--- src/verilog/sstd_pkg.sv ---
`default_nettype none
package sstd_pkg;
   // ==========================================================
   // widths
   localparam int SSTD_DW   = 16;
   localparam int SSTD_PW   = 24;
   localparam int SSTD_AW   = 16;
   localparam int SSTD_LITW = 5;
   localparam int SSTD_RW   = 4;
   localparam int SSTD_SHW  = 4;
   // ==========================================================
   // program word field positions
   localparam int SSTD_PHI_LSB = 16;
   localparam int SSTD_PHI_MSB = 23;
   localparam int SSTD_BYTE_MSB = 7;
   localparam int SSTD_NIB_MSB  = 3;
   // ==========================================================
   // reset values
   localparam logic [SSTD_DW-1:0] SSTD_DATA_RST = 16'h0000;
   localparam logic [SSTD_PW-1:0] SSTD_PROG_RST = 24'h000000;
   // table access length in instruction cycles
   localparam int SSTD_TBL_CYCLES = 2;

   typedef enum logic [3:0] {
      SSTD_OP_SHIFT_LEFT    = 4'h0,
      SSTD_OP_SUBTRACT_WITH_BORROW_OP          = 4'h1,
      SSTD_OP_REVERSE_SUBTRACT_WITH_BORROW_OP         = 4'h2,
      SSTD_OP_ZERO_EXTEND   = 4'h3,
      SSTD_OP_TBL_READ_HI   = 4'h4,
      SSTD_OP_TBL_READ_LO   = 4'h5,
      SSTD_OP_TBL_WRITE_HI  = 4'h6,
      SSTD_OP_TBL_WRITE_LO  = 4'h7
   } sstd_op_t;

   typedef struct packed {
      logic c;
      logic dc;
      logic n;
      logic ov;
      logic z;
   } sstd_flags_t;

   typedef struct packed {
      logic                 valid;
      sstd_op_t             op;
      logic                 use_lit;
      logic [SSTD_LITW-1:0] lit;
      logic [SSTD_DW-1:0]   a;
      logic [SSTD_DW-1:0]   b;
      logic [SSTD_RW-1:0]   dst;
      logic [SSTD_AW-1:0]   addr;
   } sstd_req_t;

   typedef enum logic [1:0] {
      SSTD_ST_IDLE  = 2'b01,
      SSTD_ST_TABLE = 2'b10
   } sstd_state_t;

   typedef struct packed {
      sstd_state_t        st;
      sstd_op_t           op;
      logic [SSTD_RW-1:0] dst;
      logic [SSTD_AW-1:0] addr;
      logic               wr_en;
      logic [SSTD_RW-1:0] wr_dst;
      logic [SSTD_DW-1:0] wr_data;
      sstd_flags_t        flags;
      logic               pm_rd;
      logic               pm_wr;
      logic               pm_wr_hi;
      logic [SSTD_PW-1:0] pm_wdata;
      logic               done;
   } sstd_regs_t;
endpackage : sstd_pkg
`default_nettype wire
--- src/verilog/sstd_datapath.sv ---
`default_nettype none
module sstd_datapath
   import sstd_pkg::*;
(
   input  wire logic               ref_clk_i,
   input  wire logic               rst_n_i,
   input  wire sstd_req_t          req_i,
   input  wire logic [SSTD_PW-1:0] pm_rdata_i,
   output logic                    ready_o,
   output logic                    done_o,
   output logic                    wr_en_o,
   output logic [SSTD_RW-1:0]      wr_dst_o,
   output logic [SSTD_DW-1:0]      wr_data_o,
   output sstd_flags_t             flags_o,
   output logic                    pm_rd_o,
   output logic                    pm_wr_o,
   output logic                    pm_wr_hi_o,
   output logic [SSTD_AW-1:0]      pm_addr_o,
   output logic [SSTD_PW-1:0]      pm_wdata_o
);
   // ==========================================================
   // state
   sstd_regs_t state_reg;
   sstd_regs_t state_next;

   logic [SSTD_DW-1:0] opnd_b;
   logic [SSTD_DW:0]   diff;
   logic [4:0]         ndiff;
   logic [SSTD_DW-1:0] x_op;
   logic [SSTD_DW-1:0] y_op;
   logic               borrow_in;
   logic [SSTD_DW-1:0] shifted;

   assign ready_o = (state_reg.st == SSTD_ST_IDLE);

   // ==========================================================
   // elaboration check
   // the two-state walk below serves a table access of exactly two cycles
   if (SSTD_TBL_CYCLES != 2) begin : g_tbl_len
      $error("table access length must be two cycles");
   end

   // ==========================================================
   // arithmetic
   always_comb begin
      opnd_b    = req_i.use_lit ? {{(SSTD_DW-SSTD_LITW){1'b0}}, req_i.lit} : req_i.b;
      // subtract-with-borrow takes one extra when carry is clear
      borrow_in = ~state_reg.flags.c;
      if (req_i.op == SSTD_OP_REVERSE_SUBTRACT_WITH_BORROW_OP) begin
         x_op = req_i.b;
         y_op = req_i.a;
      end else begin
         x_op = req_i.a;
         y_op = opnd_b;
      end
      diff    = {1'b0, x_op} - {1'b0, y_op} - {{SSTD_DW{1'b0}}, borrow_in};
      ndiff   = {1'b0, x_op[SSTD_NIB_MSB:0]} - {1'b0, y_op[SSTD_NIB_MSB:0]} - {4'h0, borrow_in};
      // only the low four bits of the amount count; larger shifts wrap
      shifted = req_i.a << opnd_b[SSTD_SHW-1:0];
   end

   // ==========================================================
   // next state
   always_comb begin
      state_next       = state_reg;
      state_next.wr_en = 1'b0;
      state_next.pm_rd = 1'b0;
      state_next.pm_wr = 1'b0;
      state_next.done  = 1'b0;
      unique case (state_reg.st)
         SSTD_ST_IDLE: begin
            if (req_i.valid) begin
               state_next.wr_dst = req_i.dst;
               unique case (req_i.op)
                  SSTD_OP_SHIFT_LEFT: begin
                     state_next.wr_en   = 1'b1;
                     state_next.wr_data = shifted;
                     state_next.flags.n = shifted[SSTD_DW-1];
                     state_next.flags.z = (shifted == SSTD_DATA_RST);
                     state_next.done    = 1'b1;
                  end
                  SSTD_OP_SUBTRACT_WITH_BORROW_OP, SSTD_OP_REVERSE_SUBTRACT_WITH_BORROW_OP: begin
                     state_next.wr_en    = 1'b1;
                     state_next.wr_data  = diff[SSTD_DW-1:0];
                     state_next.flags.c  = ~diff[SSTD_DW];
                     state_next.flags.dc = ~ndiff[4];
                     state_next.flags.n  = diff[SSTD_DW-1];
                     state_next.flags.ov = (x_op[SSTD_DW-1] != y_op[SSTD_DW-1]) &&
                                           (diff[SSTD_DW-1] != x_op[SSTD_DW-1]);
                     state_next.flags.z  = (diff[SSTD_DW-1:0] == SSTD_DATA_RST);
                     state_next.done     = 1'b1;
                  end
                  SSTD_OP_ZERO_EXTEND: begin
                     state_next.wr_en   = 1'b1;
                     state_next.wr_data = {8'h00, req_i.a[SSTD_BYTE_MSB:0]};
                     // result is never negative and carry is set
                     state_next.flags.c = 1'b1;
                     state_next.flags.n = 1'b0;
                     state_next.flags.z = (req_i.a[SSTD_BYTE_MSB:0] == 8'h00);
                     state_next.done    = 1'b1;
                  end
                  SSTD_OP_TBL_READ_HI, SSTD_OP_TBL_READ_LO,
                  SSTD_OP_TBL_WRITE_HI, SSTD_OP_TBL_WRITE_LO: begin
                     // flags untouched on every table path
                     state_next.st       = SSTD_ST_TABLE;
                     state_next.op       = req_i.op;
                     state_next.addr     = req_i.addr;
                     state_next.dst      = req_i.dst;
                     state_next.pm_wr_hi = (req_i.op == SSTD_OP_TBL_WRITE_HI);
                     state_next.pm_wdata = (req_i.op == SSTD_OP_TBL_WRITE_HI) ?
                        {req_i.a[SSTD_BYTE_MSB:0], 16'h0000} :
                        {8'h00, req_i.a};
                     state_next.pm_rd    = (req_i.op == SSTD_OP_TBL_READ_HI) ||
                                           (req_i.op == SSTD_OP_TBL_READ_LO);
                     state_next.pm_wr    = (req_i.op == SSTD_OP_TBL_WRITE_HI) ||
                                           (req_i.op == SSTD_OP_TBL_WRITE_LO);
                  end
                  default: begin
                     state_next.done = 1'b1;
                  end
               endcase
            end
         end
         SSTD_ST_TABLE: begin
            // second instruction cycle: memory answers during this one, while pm_rd_o is high
            state_next.st   = SSTD_ST_IDLE;
            state_next.done = 1'b1;
            if (state_reg.op == SSTD_OP_TBL_READ_HI) begin
               state_next.wr_en   = 1'b1;
               state_next.wr_dst  = state_reg.dst;
               state_next.wr_data = {8'h00, pm_rdata_i[SSTD_PHI_MSB:SSTD_PHI_LSB]};
            end else if (state_reg.op == SSTD_OP_TBL_READ_LO) begin
               state_next.wr_en   = 1'b1;
               state_next.wr_dst  = state_reg.dst;
               state_next.wr_data = pm_rdata_i[SSTD_DW-1:0];
            end
         end
      endcase
   end

   always_ff @(posedge ref_clk_i or negedge rst_n_i) begin
      if (!rst_n_i) begin
         state_reg          <= '0;
         state_reg.st       <= SSTD_ST_IDLE;
         state_reg.pm_wdata <= SSTD_PROG_RST;
      end else begin
         state_reg <= state_next;
      end
   end

   // ==========================================================
   // outputs
   assign done_o     = state_reg.done;
   assign wr_en_o    = state_reg.wr_en;
   assign wr_dst_o   = state_reg.wr_dst;
   assign wr_data_o  = state_reg.wr_data;
   assign flags_o    = state_reg.flags;
   assign pm_rd_o    = state_reg.pm_rd;
   assign pm_wr_o    = state_reg.pm_wr;
   assign pm_wr_hi_o = state_reg.pm_wr_hi;
   assign pm_addr_o  = state_reg.addr;
   assign pm_wdata_o = state_reg.pm_wdata;

   // ==========================================================
   // checks
   AST_SHIFT_FLAGS: assert property (@(posedge ref_clk_i) disable iff (!rst_n_i)
      (ready_o && req_i.valid && req_i.op == SSTD_OP_SHIFT_LEFT) |=>
         (flags_o.c == $past(flags_o.c)) && (flags_o.ov == $past(flags_o.ov)) && wr_en_o)
      else $error("shift changed carry or overflow");
   AST_REVERSE_SUBTRACT_WITH_BORROW_OP_RESULT: assert property (@(posedge ref_clk_i) disable iff (!rst_n_i)
      (ready_o && req_i.valid && req_i.op == SSTD_OP_REVERSE_SUBTRACT_WITH_BORROW_OP) |=>
         wr_data_o == $past(req_i.b) - $past(req_i.a) - {15'h0000, ~$past(flags_o.c)})
      else $error("reverse subtract result wrong");
   AST_SUBTRACT_WITH_BORROW_OP_RESULT: assert property (@(posedge ref_clk_i) disable iff (!rst_n_i)
      (ready_o && req_i.valid && req_i.op == SSTD_OP_SUBTRACT_WITH_BORROW_OP && req_i.use_lit) |=>
         wr_data_o == $past(req_i.a) - {11'h000, $past(req_i.lit)} - {15'h0000, ~$past(flags_o.c)})
      else $error("subtract with borrow result wrong");
   AST_ZE_RESULT: assert property (@(posedge ref_clk_i) disable iff (!rst_n_i)
      (ready_o && req_i.valid && req_i.op == SSTD_OP_ZERO_EXTEND) |=>
         (wr_data_o[15:8] == 8'h00) && (wr_data_o[7:0] == $past(req_i.a[7:0])) && !flags_o.n)
      else $error("zero extend wrong");
   AST_TRH_TWO: assert property (@(posedge ref_clk_i) disable iff (!rst_n_i)
      (ready_o && req_i.valid && req_i.op == SSTD_OP_TBL_READ_HI) |=>
         pm_rd_o && !done_o ##1 done_o && wr_en_o && wr_data_o == {8'h00, $past(pm_rdata_i[23:16])})
      else $error("table read high timing or data wrong");
   AST_TRL_TWO: assert property (@(posedge ref_clk_i) disable iff (!rst_n_i)
      (ready_o && req_i.valid && req_i.op == SSTD_OP_TBL_READ_LO) |=>
         $stable(flags_o) ##1 done_o && wr_data_o == $past(pm_rdata_i[15:0]) && $stable(flags_o))
      else $error("table read low wrong");
   AST_TWH_DATA: assert property (@(posedge ref_clk_i) disable iff (!rst_n_i)
      (ready_o && req_i.valid && req_i.op == SSTD_OP_TBL_WRITE_HI) |=>
         pm_wr_o && pm_wr_hi_o && pm_wdata_o[23:16] == $past(req_i.a[7:0]) ##1 done_o && !wr_en_o)
      else $error("table write high wrong");
   AST_TWL_DATA: assert property (@(posedge ref_clk_i) disable iff (!rst_n_i)
      (ready_o && req_i.valid && req_i.op == SSTD_OP_TBL_WRITE_LO) |=>
         pm_wr_o && !pm_wr_hi_o && pm_wdata_o[15:0] == $past(req_i.a) ##1 done_o && $stable(flags_o))
      else $error("table write low wrong");
   AST_BUSY_ONE: assert property (@(posedge ref_clk_i) disable iff (!rst_n_i)
      !ready_o |=> ready_o && done_o && !pm_rd_o && !pm_wr_o && (flags_o == $past(flags_o)))
      else $error("table access did not end after its second cycle");
   AST_SHIFT_DATA: assert property (@(posedge ref_clk_i) disable iff (!rst_n_i)
      (ready_o && req_i.valid && req_i.op == SSTD_OP_SHIFT_LEFT) |=>
         wr_data_o == ($past(req_i.a) << ($past(req_i.use_lit) ? $past(req_i.lit[3:0]) : $past(req_i.b[3:0]))))
      else $error("shift result wrong");
   AST_SHIFT_NZ: assert property (@(posedge ref_clk_i) disable iff (!rst_n_i)
      (ready_o && req_i.valid && req_i.op == SSTD_OP_SHIFT_LEFT) |=>
         (flags_o.z == (wr_data_o == 16'h0000)) && (flags_o.n == wr_data_o[15]) && $stable(flags_o.dc))
      else $error("shift zero or negative flag wrong");
   AST_SUB_NZ: assert property (@(posedge ref_clk_i) disable iff (!rst_n_i)
      (ready_o && req_i.valid && (req_i.op == SSTD_OP_SUBTRACT_WITH_BORROW_OP || req_i.op == SSTD_OP_REVERSE_SUBTRACT_WITH_BORROW_OP)) |=>
         (flags_o.z == (wr_data_o == 16'h0000)) && (flags_o.n == wr_data_o[15]))
      else $error("subtract zero or negative flag wrong");
   AST_ZE_FLAGS: assert property (@(posedge ref_clk_i) disable iff (!rst_n_i)
      (ready_o && req_i.valid && req_i.op == SSTD_OP_ZERO_EXTEND) |=>
         flags_o.c && (flags_o.z == (wr_data_o == 16'h0000)) && $stable(flags_o.dc) && $stable(flags_o.ov))
      else $error("zero extend flags wrong");
endmodule : sstd_datapath
`default_nettype wire

--- config.mk ---
export PLATFORM = sky130hd
export DESIGN_NAME = sstd_datapath
export DESIGN_NICKNAME = d
export VERILOG_FILES = /design/src/verilog/sstd_pkg.sv /design/src/verilog/sstd_datapath.sv
export SDC_FILE = /design/constraint.sdc
export NUM_CORES = 1
export LEC_CHECK = 0
export ABC_AREA = 0
export BUFFER_PORTS_ARGS = -buffer_cell sky130_fd_sc_hd__buf_2
export CAP_MARGIN = 0
export CORE_MARGIN = 2
export CORE_UTILIZATION = 50
export CTS_BUF_LIST = sky130_fd_sc_hd__clkbuf_4 sky130_fd_sc_hd__clkbuf_8 sky130_fd_sc_hd__clkbuf_16
export CTS_CLUSTER_SIZE = 40
export DETAILED_ROUTE_END_ITERATION = 10
export PLACE_DENSITY_LB_ADDON = 0.1
export REMOVE_ABC_BUFFERS = 1
export SLEW_MARGIN = 10
export SYNTH_ARGS = -nofsm -noshare
export SYNTH_HDL_FRONTEND = slang
export SYNTH_SLANG_ARGS = --single-unit
--- constraint.sdc ---
create_clock -name ref_clk_i -period 6 [get_ports ref_clk_i]
set_clock_uncertainty 0.1 [all_clocks]
set_input_delay 1.2 -clock ref_clk_i [delete_from_list [all_inputs] [get_ports ref_clk_i]]
set_output_delay 1.2 -clock ref_clk_i [all_outputs]
set_load 0.05 [all_outputs]
==> impl_metrics.csv, run 1 <==
group,metric,value,unit
drt,vias,5878,
yosys,yosysTopAreaCellShare,0.3078,
setup_path,cp.arrival,4.96,ns
yosys,ys_ff_latch,80,
setup_path,start_kind,"input port",
yosys,synth.distinct_cells,61,
timing,max_slew_margin,0.2098,
layout,drive_gt1_frac,0.2338,
die,io_pins,160,
pwr,power_density,351.2,nW/um^2
grt,grt_pass1_vias,5565,
yosys,syn-cell-area,6422,sq um
setup_path,cp-end-kind,"register",
timing,hold_violations,0,
die,core_area,12570,sq um
hold_path,hold_path.class,"reg -> reg",
grt,track_usage,0.2614,
drt,drtPass1Iterations,6,
drt,drt_wl_total,17940,microns
timing,worst_slew_pin_slew,1.184,ns
layout,n_antenna_cell,0,
placement,dp.cells,1033,
grt,grt_pass1_wl,28970,microns
placement,gp_congestion,0.9940,
pwr,clkPwrFrac,0.227,
grt,grt_max_degree,81,
yosys,yosys_most_used_dff,"dfrtp_1",
clock_tree,insertion_delay,0.34,ns
yosys,avgSynthCellArea,7.978,sq um
timing,setup_viol,0,
setup_path,reg2regPathDepth,10,
timing,fmax,208.9,MHz
yosys,synth_area_leaders,"dfrtp_1, nand2_1, buf_4",
clock_tree,clockBufferDepth,2,
timing,grt_setup_unrepaired,"no",
clock_tree,cts_buffers,9,
die,start_util,0.5110,
drt,drc_errors,0,
setup_path,critPathKind,"in -> reg",
layout,mostFrequentLayoutCells,"nand2_1, buf_2, dfrtp_1",
placement,dp_hpwl,13580,microns
pwr,leakagePower,3.586,nW
hold_path,hold_depth,2,
layout,final_common_cell,"nand2_1",
yosys,ys_async_sr_fraction,1.000,
layout,area_growth,10.97,%
die,row_count,41,
pwr,p_total,0.002503,W
drt,ant_nets,0,
job,max_cap_viol_count,0,
clock_tree,cts_hold_buf,0,
pwr,p_int,0.001337,W
yosys,ys_seq_area_frac,0.3119,
status,status,"finished clean",
layout,finalNonFillerCells,1049,
pwr,vdd_drop_max,0.1806,mV
die,die_area,13770,sq um
yosys,ys_warn_count,0,
layout,finalInstanceArea,7127,sq um
placement,portBuffers,159,
drt,drt_iter0_markers,416,
layout,final_util,0.5670,
grt,antenna_found_initial,0,
timing,min_period,4.787,ns
clock_tree,clk_pin_slew_worst_paths,0.07,ns
clock_tree,cts_resized,0,
pwr,comb_power_share,0.473,
yosys,synth_largest_area_cell,"dfrtp_1",
yosys,syn_inst,805,
setup_path,crit_fanout,41,
die,die_x,117.3,microns
yosys,synth-edff-count,0,
grt,grt-ovfl-total,0,
placement,placed_cell_area,6818,sq um
hold_path,min-delay-start,"pm_wdata_o[19]",
setup_path,r2r-start,"flags_o[4]",
pwr,seqPwrFrac,0.300,
clock_tree,cts_num_sinks,80,
layout,largest_register_ffs,24,
die,die_h,117.3,microns
setup_path,critPathRequiredTime,6.17,ns
clock_tree,cts_tree,"yes",
clock_tree,post_cts_buffers,0,
pwr,swShare,0.4657,
clock_tree,cts_max_level,3,
timing,fin_crit_sh,0.7979,
drt,wl_per_cell,17.10,microns
timing,finalMaxSlewViolations,0,
setup_path,cp-startpoint,"req_i[58]",
clock_tree,clockRootBuffer,"clkbuf_16",
pwr,switchingPower,0.001166,W
drt,vias_per_cell,5.603,
layout,fin_nets,991,
timing,setup_tns,0,ns
[cell families (layout without fill, tap and decap cells)]
group / after synthesis / count (layout) / share of synthesized area
compound gates: 155 / 155 / 0.1564
xor+xnor: 18 / 18 / 0.02455
fa+ha+maj: 30 / 30 / 0.06078
buf+inv: 152 / 224 / 0.1311
flops: 80 / 80 / 0.3119
mux: 56 / 56 / 0.1007
simple gates: 314 / 314 / 0.2145
[critical path, stage by stage]
cell and delay [ns]:
buf_2 0.16, nor4b_4 0.28, buf_4 0.44, o21ai_0 0.18
ha_1 0.30, inv_1 0.04, ha_1 0.36, a21oi_1 0.14
o21ai_0 0.21, o41ai_4 0.39, xnor2_1 0.17, or4_1 0.55
nor4_1 0.21, a31oi_1 0.15, a21oi_1 0.16
[area by class of cell]
cell class                 count  area, sq um
multi-input combinational    573         3580
tap                          172        215.2
fill                        1200         5441
clock buffer                   9        225.2
inverter                      39        146.4
clock inverter                 7        83.83
sequential                    80         2003
timing repair buffer         169        873.3
[per-stage QoR]
stage / setup WS (ns) / hold slack, ns
after detailed placement: 0.8631 / 0.3555
after floorplan: 0.5515 / 0.3446
after global routing: 0.9041 / 0.3855
after CTS: 1.197 / 0.3704
after global placement: 0.9726 / 0.3521
final: 1.213 / 0.3684
[layer usage]
layer / global-route usage / vias up / wire [microns]
met3: 0.05058 / 27 / 1195
met4: 0.09262 / 0 / 397
met2: 0.4225 / 237 / 8459
li1: - / 2830 / -
met5: 0 / - / 0
met1: 0.3507 / 2784 / 7882
[power groups by stage]
stage | Clock, W | Sequential (W) | Combinational (W)
detailed placement | 0 | 0.000759 | 0.00118
global placement | 0 | 0.000753 | 0.00117
finish | 0.000569 | 0.000750 | 0.00118
floorplan | 0 | 0.00116 | 0.000436
global route | 0.000608 | 0.000769 | 0.00126
CTS | 0.000583 | 0.000751 | 0.00119
[path summary, 6_finish.rpt]
check                                 endpoint  slack [ns]
worst max-delay path                flags_o[0]        1.21
worst min-delay path            pm_wdata_o[19]        0.37
worst max register to register      flags_o[0]        2.64
worst min register to register  pm_wdata_o[19]        0.37
min in group asynchronous         pm_addr_o[0]        0.92
max in group asynchronous           flags_o[2]        4.23
[Yosys cell counts, drive strengths merged (3+ instances only)]
cell type	number
a222oi	8
nor3	14
o221ai	3
xnor2	13
nor4	5
a21oi	23
mux4	5
nand2	198
xor2	5
dfrtp	79
nand2b	18
or4b	3
clkbuf	40
ha	28
o22a	6
and2	5
a22oi	9
mux2i	45
mux2	6
o31ai	3
nand3	26
o21bai	3
a31oi	6
a21o	3
o22ai	4
nor2	29
a211o	3
buf	73
inv	39
nand4	5
o21ai	65
nor2b	4
Power figures use the tool's default switching activity.
==> inputs of run 2 (changes only) <==
ABC_AREA = 1   (was 0)
clock period = 4.1 ns   (was 6 ns; I/O delays follow)
==> run 2 against run 1 <==
Routed wire length up 1.1%. Setup slack got worse by 0.60 ns. Sequential power grew 45%. Non-clock buffer count unchanged. Via count is 11% higher. Die area increased by 0.96%. Critical path depth up 6. Hold slack worse by 0.0065 ns. Cell area increased by 1.9%.
==> impl_metrics.csv, run 2 <==
group,metric,value,unit
status,status,"finished clean",
pwr,leakagePower,3.998,nW
drt,ant_nets,0,
clock_tree,post_cts_buffers,0,
setup_path,cp-end-kind,"register",
clock_tree,cts_num_sinks,80,
grt,antenna_found_initial,0,
yosys,avgSynthCellArea,6.778,sq um
setup_path,cp.arrival,3.68,ns
yosys,syn-cell-area,6486,sq um
yosys,ys_ff_latch,80,
job,max_cap_viol_count,0,
die,row_count,41,
grt,grt_pass1_vias,6209,
hold_path,hold_end,"state_reg[76]",
clock_tree,cts_tree,"yes",
setup_path,critPathKind,"in -> reg",
yosys,synth_compound_area_frac,0.1372,
grt,grt-ovfl-total,0,
setup_path,crit_fanout,57,
yosys,yosysTopAreaCellShare,0.3048,
layout,area_growth,12.00,%
timing,fmax,287.0,MHz
yosys,ys_async_sr_fraction,1.000,
placement,placed_cell_area,6929,sq um
layout,fin_nets,1156,
setup_path,r2r-start,"flags_o[4]",
placement,dp_hpwl,13880,microns
layout,mostFrequentLayoutCells,"nand2_1, buf_2, nand3_1",
clock_tree,clockRootBuffer,"clkbuf_16",
die,io_pins,160,
yosys,ys_seq_area_frac,0.3088,
drt,drc_errors,0,
timing,grt_setup_unrepaired,"no",
timing,hold_violations,0,
layout,drive_gt1_frac,0.2025,
clock_tree,cts_buffers,9,
timing,finalMaxSlewViolations,0,
setup_path,reg2regPathDepth,17,
yosys,synth_top_family_by_area,"simple AND/OR/NAND/NOR gates",
placement,gp_congestion,0.9905,
yosys,synth_area_leaders,"dfrtp_1, nand2_1, nand3_1",
pwr,p_total,0.003794,W
die,core_area,12620,sq um
clock_tree,cts_max_level,3,
yosys,ys_warn_count,0,
setup_path,reg2reg_slack,1.52,ns
hold_path,min-delay-start,"state_reg[76]",
timing,fin_crit_sh,0.8498,
timing,setup_viol,0,
drt,drtPass1Iterations,5,
pwr,vdd_drop_max,0.2727,mV
setup_path,critPathRequiredTime,4.29,ns
yosys,synth_most_common_cell,"nand2_1",
clock_tree,cts_hold_buf,0,
die,start_util,0.5140,
drt,drt_wl_total,18140,microns
yosys,synth_largest_area_cell,"dfrtp_1",
placement,pre_cts_ws,0.2630,ns
clock_tree,insertion_delay,0.35,ns
die,die_h,117.9,microns
yosys,synth-edff-count,0,
grt,track_usage,0.2713,
pwr,power_density,522.3,nW/um^2
placement,portBuffers,159,
drt,vias_per_cell,5.365,
drt,wl_per_cell,14.94,microns
yosys,syn_inst,957,
clock_tree,cts_resized,0,
yosys,synth-xor-area-share,0.006752,
yosys,synthAdderAreaFrac,0.06019,
drt,drt_iter0_markers,577,
layout,largest_register_ffs,24,
die,die_x,117.9,microns
drt,vias,6513,
yosys,synth.distinct_cells,43,
die,die_area,13900,sq um
clock_tree,clockBufferDepth,2,
timing,setup_ws,0.6159,ns
timing,setup_tns,0,ns
placement,dp.cells,1198,
grt,grt_max_degree,66,
timing,max_slew_margin,0.2954,
setup_path,r2r_end,"flags_o[0]",
setup_path,start_kind,"input port",
yosys,synth_common_cells,"nand2_1, nand3_1, inv_1",
yosys,yosys_most_used_dff,"dfrtp_1",
timing,worst_slew_pin_slew,1.057,ns
layout,nFillCells,1300,
layout,n_antenna_cell,0,
layout,finalNonFillerCells,1214,
clock_tree,clk_pin_slew_worst_paths,0.07,ns
yosys,synthMuxAreaShare,0,
timing,min_period,3.484,ns
layout,finalInstanceArea,7264,sq um
grt,grt_pass1_wl,30510,microns
yosys,synthSimpleGateAreaFrac,0.3295,
hold_path,hold_depth,2,
hold_path,hold_path.class,"reg -> reg",
layout,final_common_cell,"nand2_1",
run 2: changes by cell type after synthesis, sizes merged, moves of 24 or more:
cell	previous run	this run
nor2	29	66
mux2i	45	0
nand2	198	292
a21oi	23	47
nand3	26	113
inv	39	95
run 2: layer usage:
metal / global-route usage / share of wire / up-vias
met1: 0.3494 / 0.43 / 3004
met4: 0.1032 / 0.028 / 0
li1: - / - / 3243
met5: 0 / 0 / -
met3: 0.06298 / 0.069 / 42
met2: 0.4426 / 0.47 / 224
run 2: worst max path at each step:
stage / from / endpoint / depth (start not counted)
2_1_floorplan: req_i[59] / wr_data_o[10] / 18
3_3_place_gp: req_i[61] / flags_o[1] / 19
3_5_place_dp: req_i[61] / flags_o[1] / 18
4_1_cts: req_i[61] / flags_o[0] / 21
5_1_grt: req_i[61] / wr_data_o[15] / 19
6_report: req_i[61] / flags_o[0] / 21
run 2: layout make-up:
cell class                 instances  area [sq um]  share of cell area
clock buffer                       9         225.2             0.03100
clock inverter                     7         110.1             0.01516
inverter                          97         364.1             0.05012
multi-input combinational        680          3461              0.4764
sequential                        80          2003              0.2757
tap                              172         215.2             0.02962
timing repair buffer             169         885.9              0.1219
run 2: worst max-delay path, cell delays in order:
cell and delay [ns]:
buf_2 0.12, nor2_1 0.35, nand2_4 0.14, buf_12 0.20, nand3_1 0.08, o21ai_0 0.08
ha_1 0.28, inv_1 0.04, ha_1 0.38, nand2_1 0.14, nor2_1 0.15, inv_1 0.07
nor3_1 0.14, nand2_1 0.10, nand3_1 0.09, nand2_1 0.08, nor2_1 0.09, nand3_1 0.08
nor2_1 0.10, nor2_1 0.05, nor2_1 0.08
run 2: power by group:
part | leakage (nW) | internal [W] | switching (W)
Combinational | 2.82 | 0.000462 | 0.00132
Sequential | 1.02 | 0.000992 | 0.000102
Clock | 0.160 | 0.000546 | 0.000377
Total | 4.00 | 0.00200 | 0.00180
run 2: kinds of logic (layout without fill, tap and decap cells):
kind of cell,count (synthesis),after routing
adders and majority gates,30,30
buffers and inverters,197,282
xor gates and xnor gates,5,5
AOI/OAI and AO/OA,153,153
and+or+nand+nor,492,492
DFF,80,80
run 2: stage by stage:
step,util,hold slack [ns]
after global placement,0.5491,0.3388
after floorplan,-,0.3225
final,0.5756,0.3618
after CTS,0.5756,0.3666
after global routing,0.5756,0.3815
after detailed placement,0.5491,0.3482
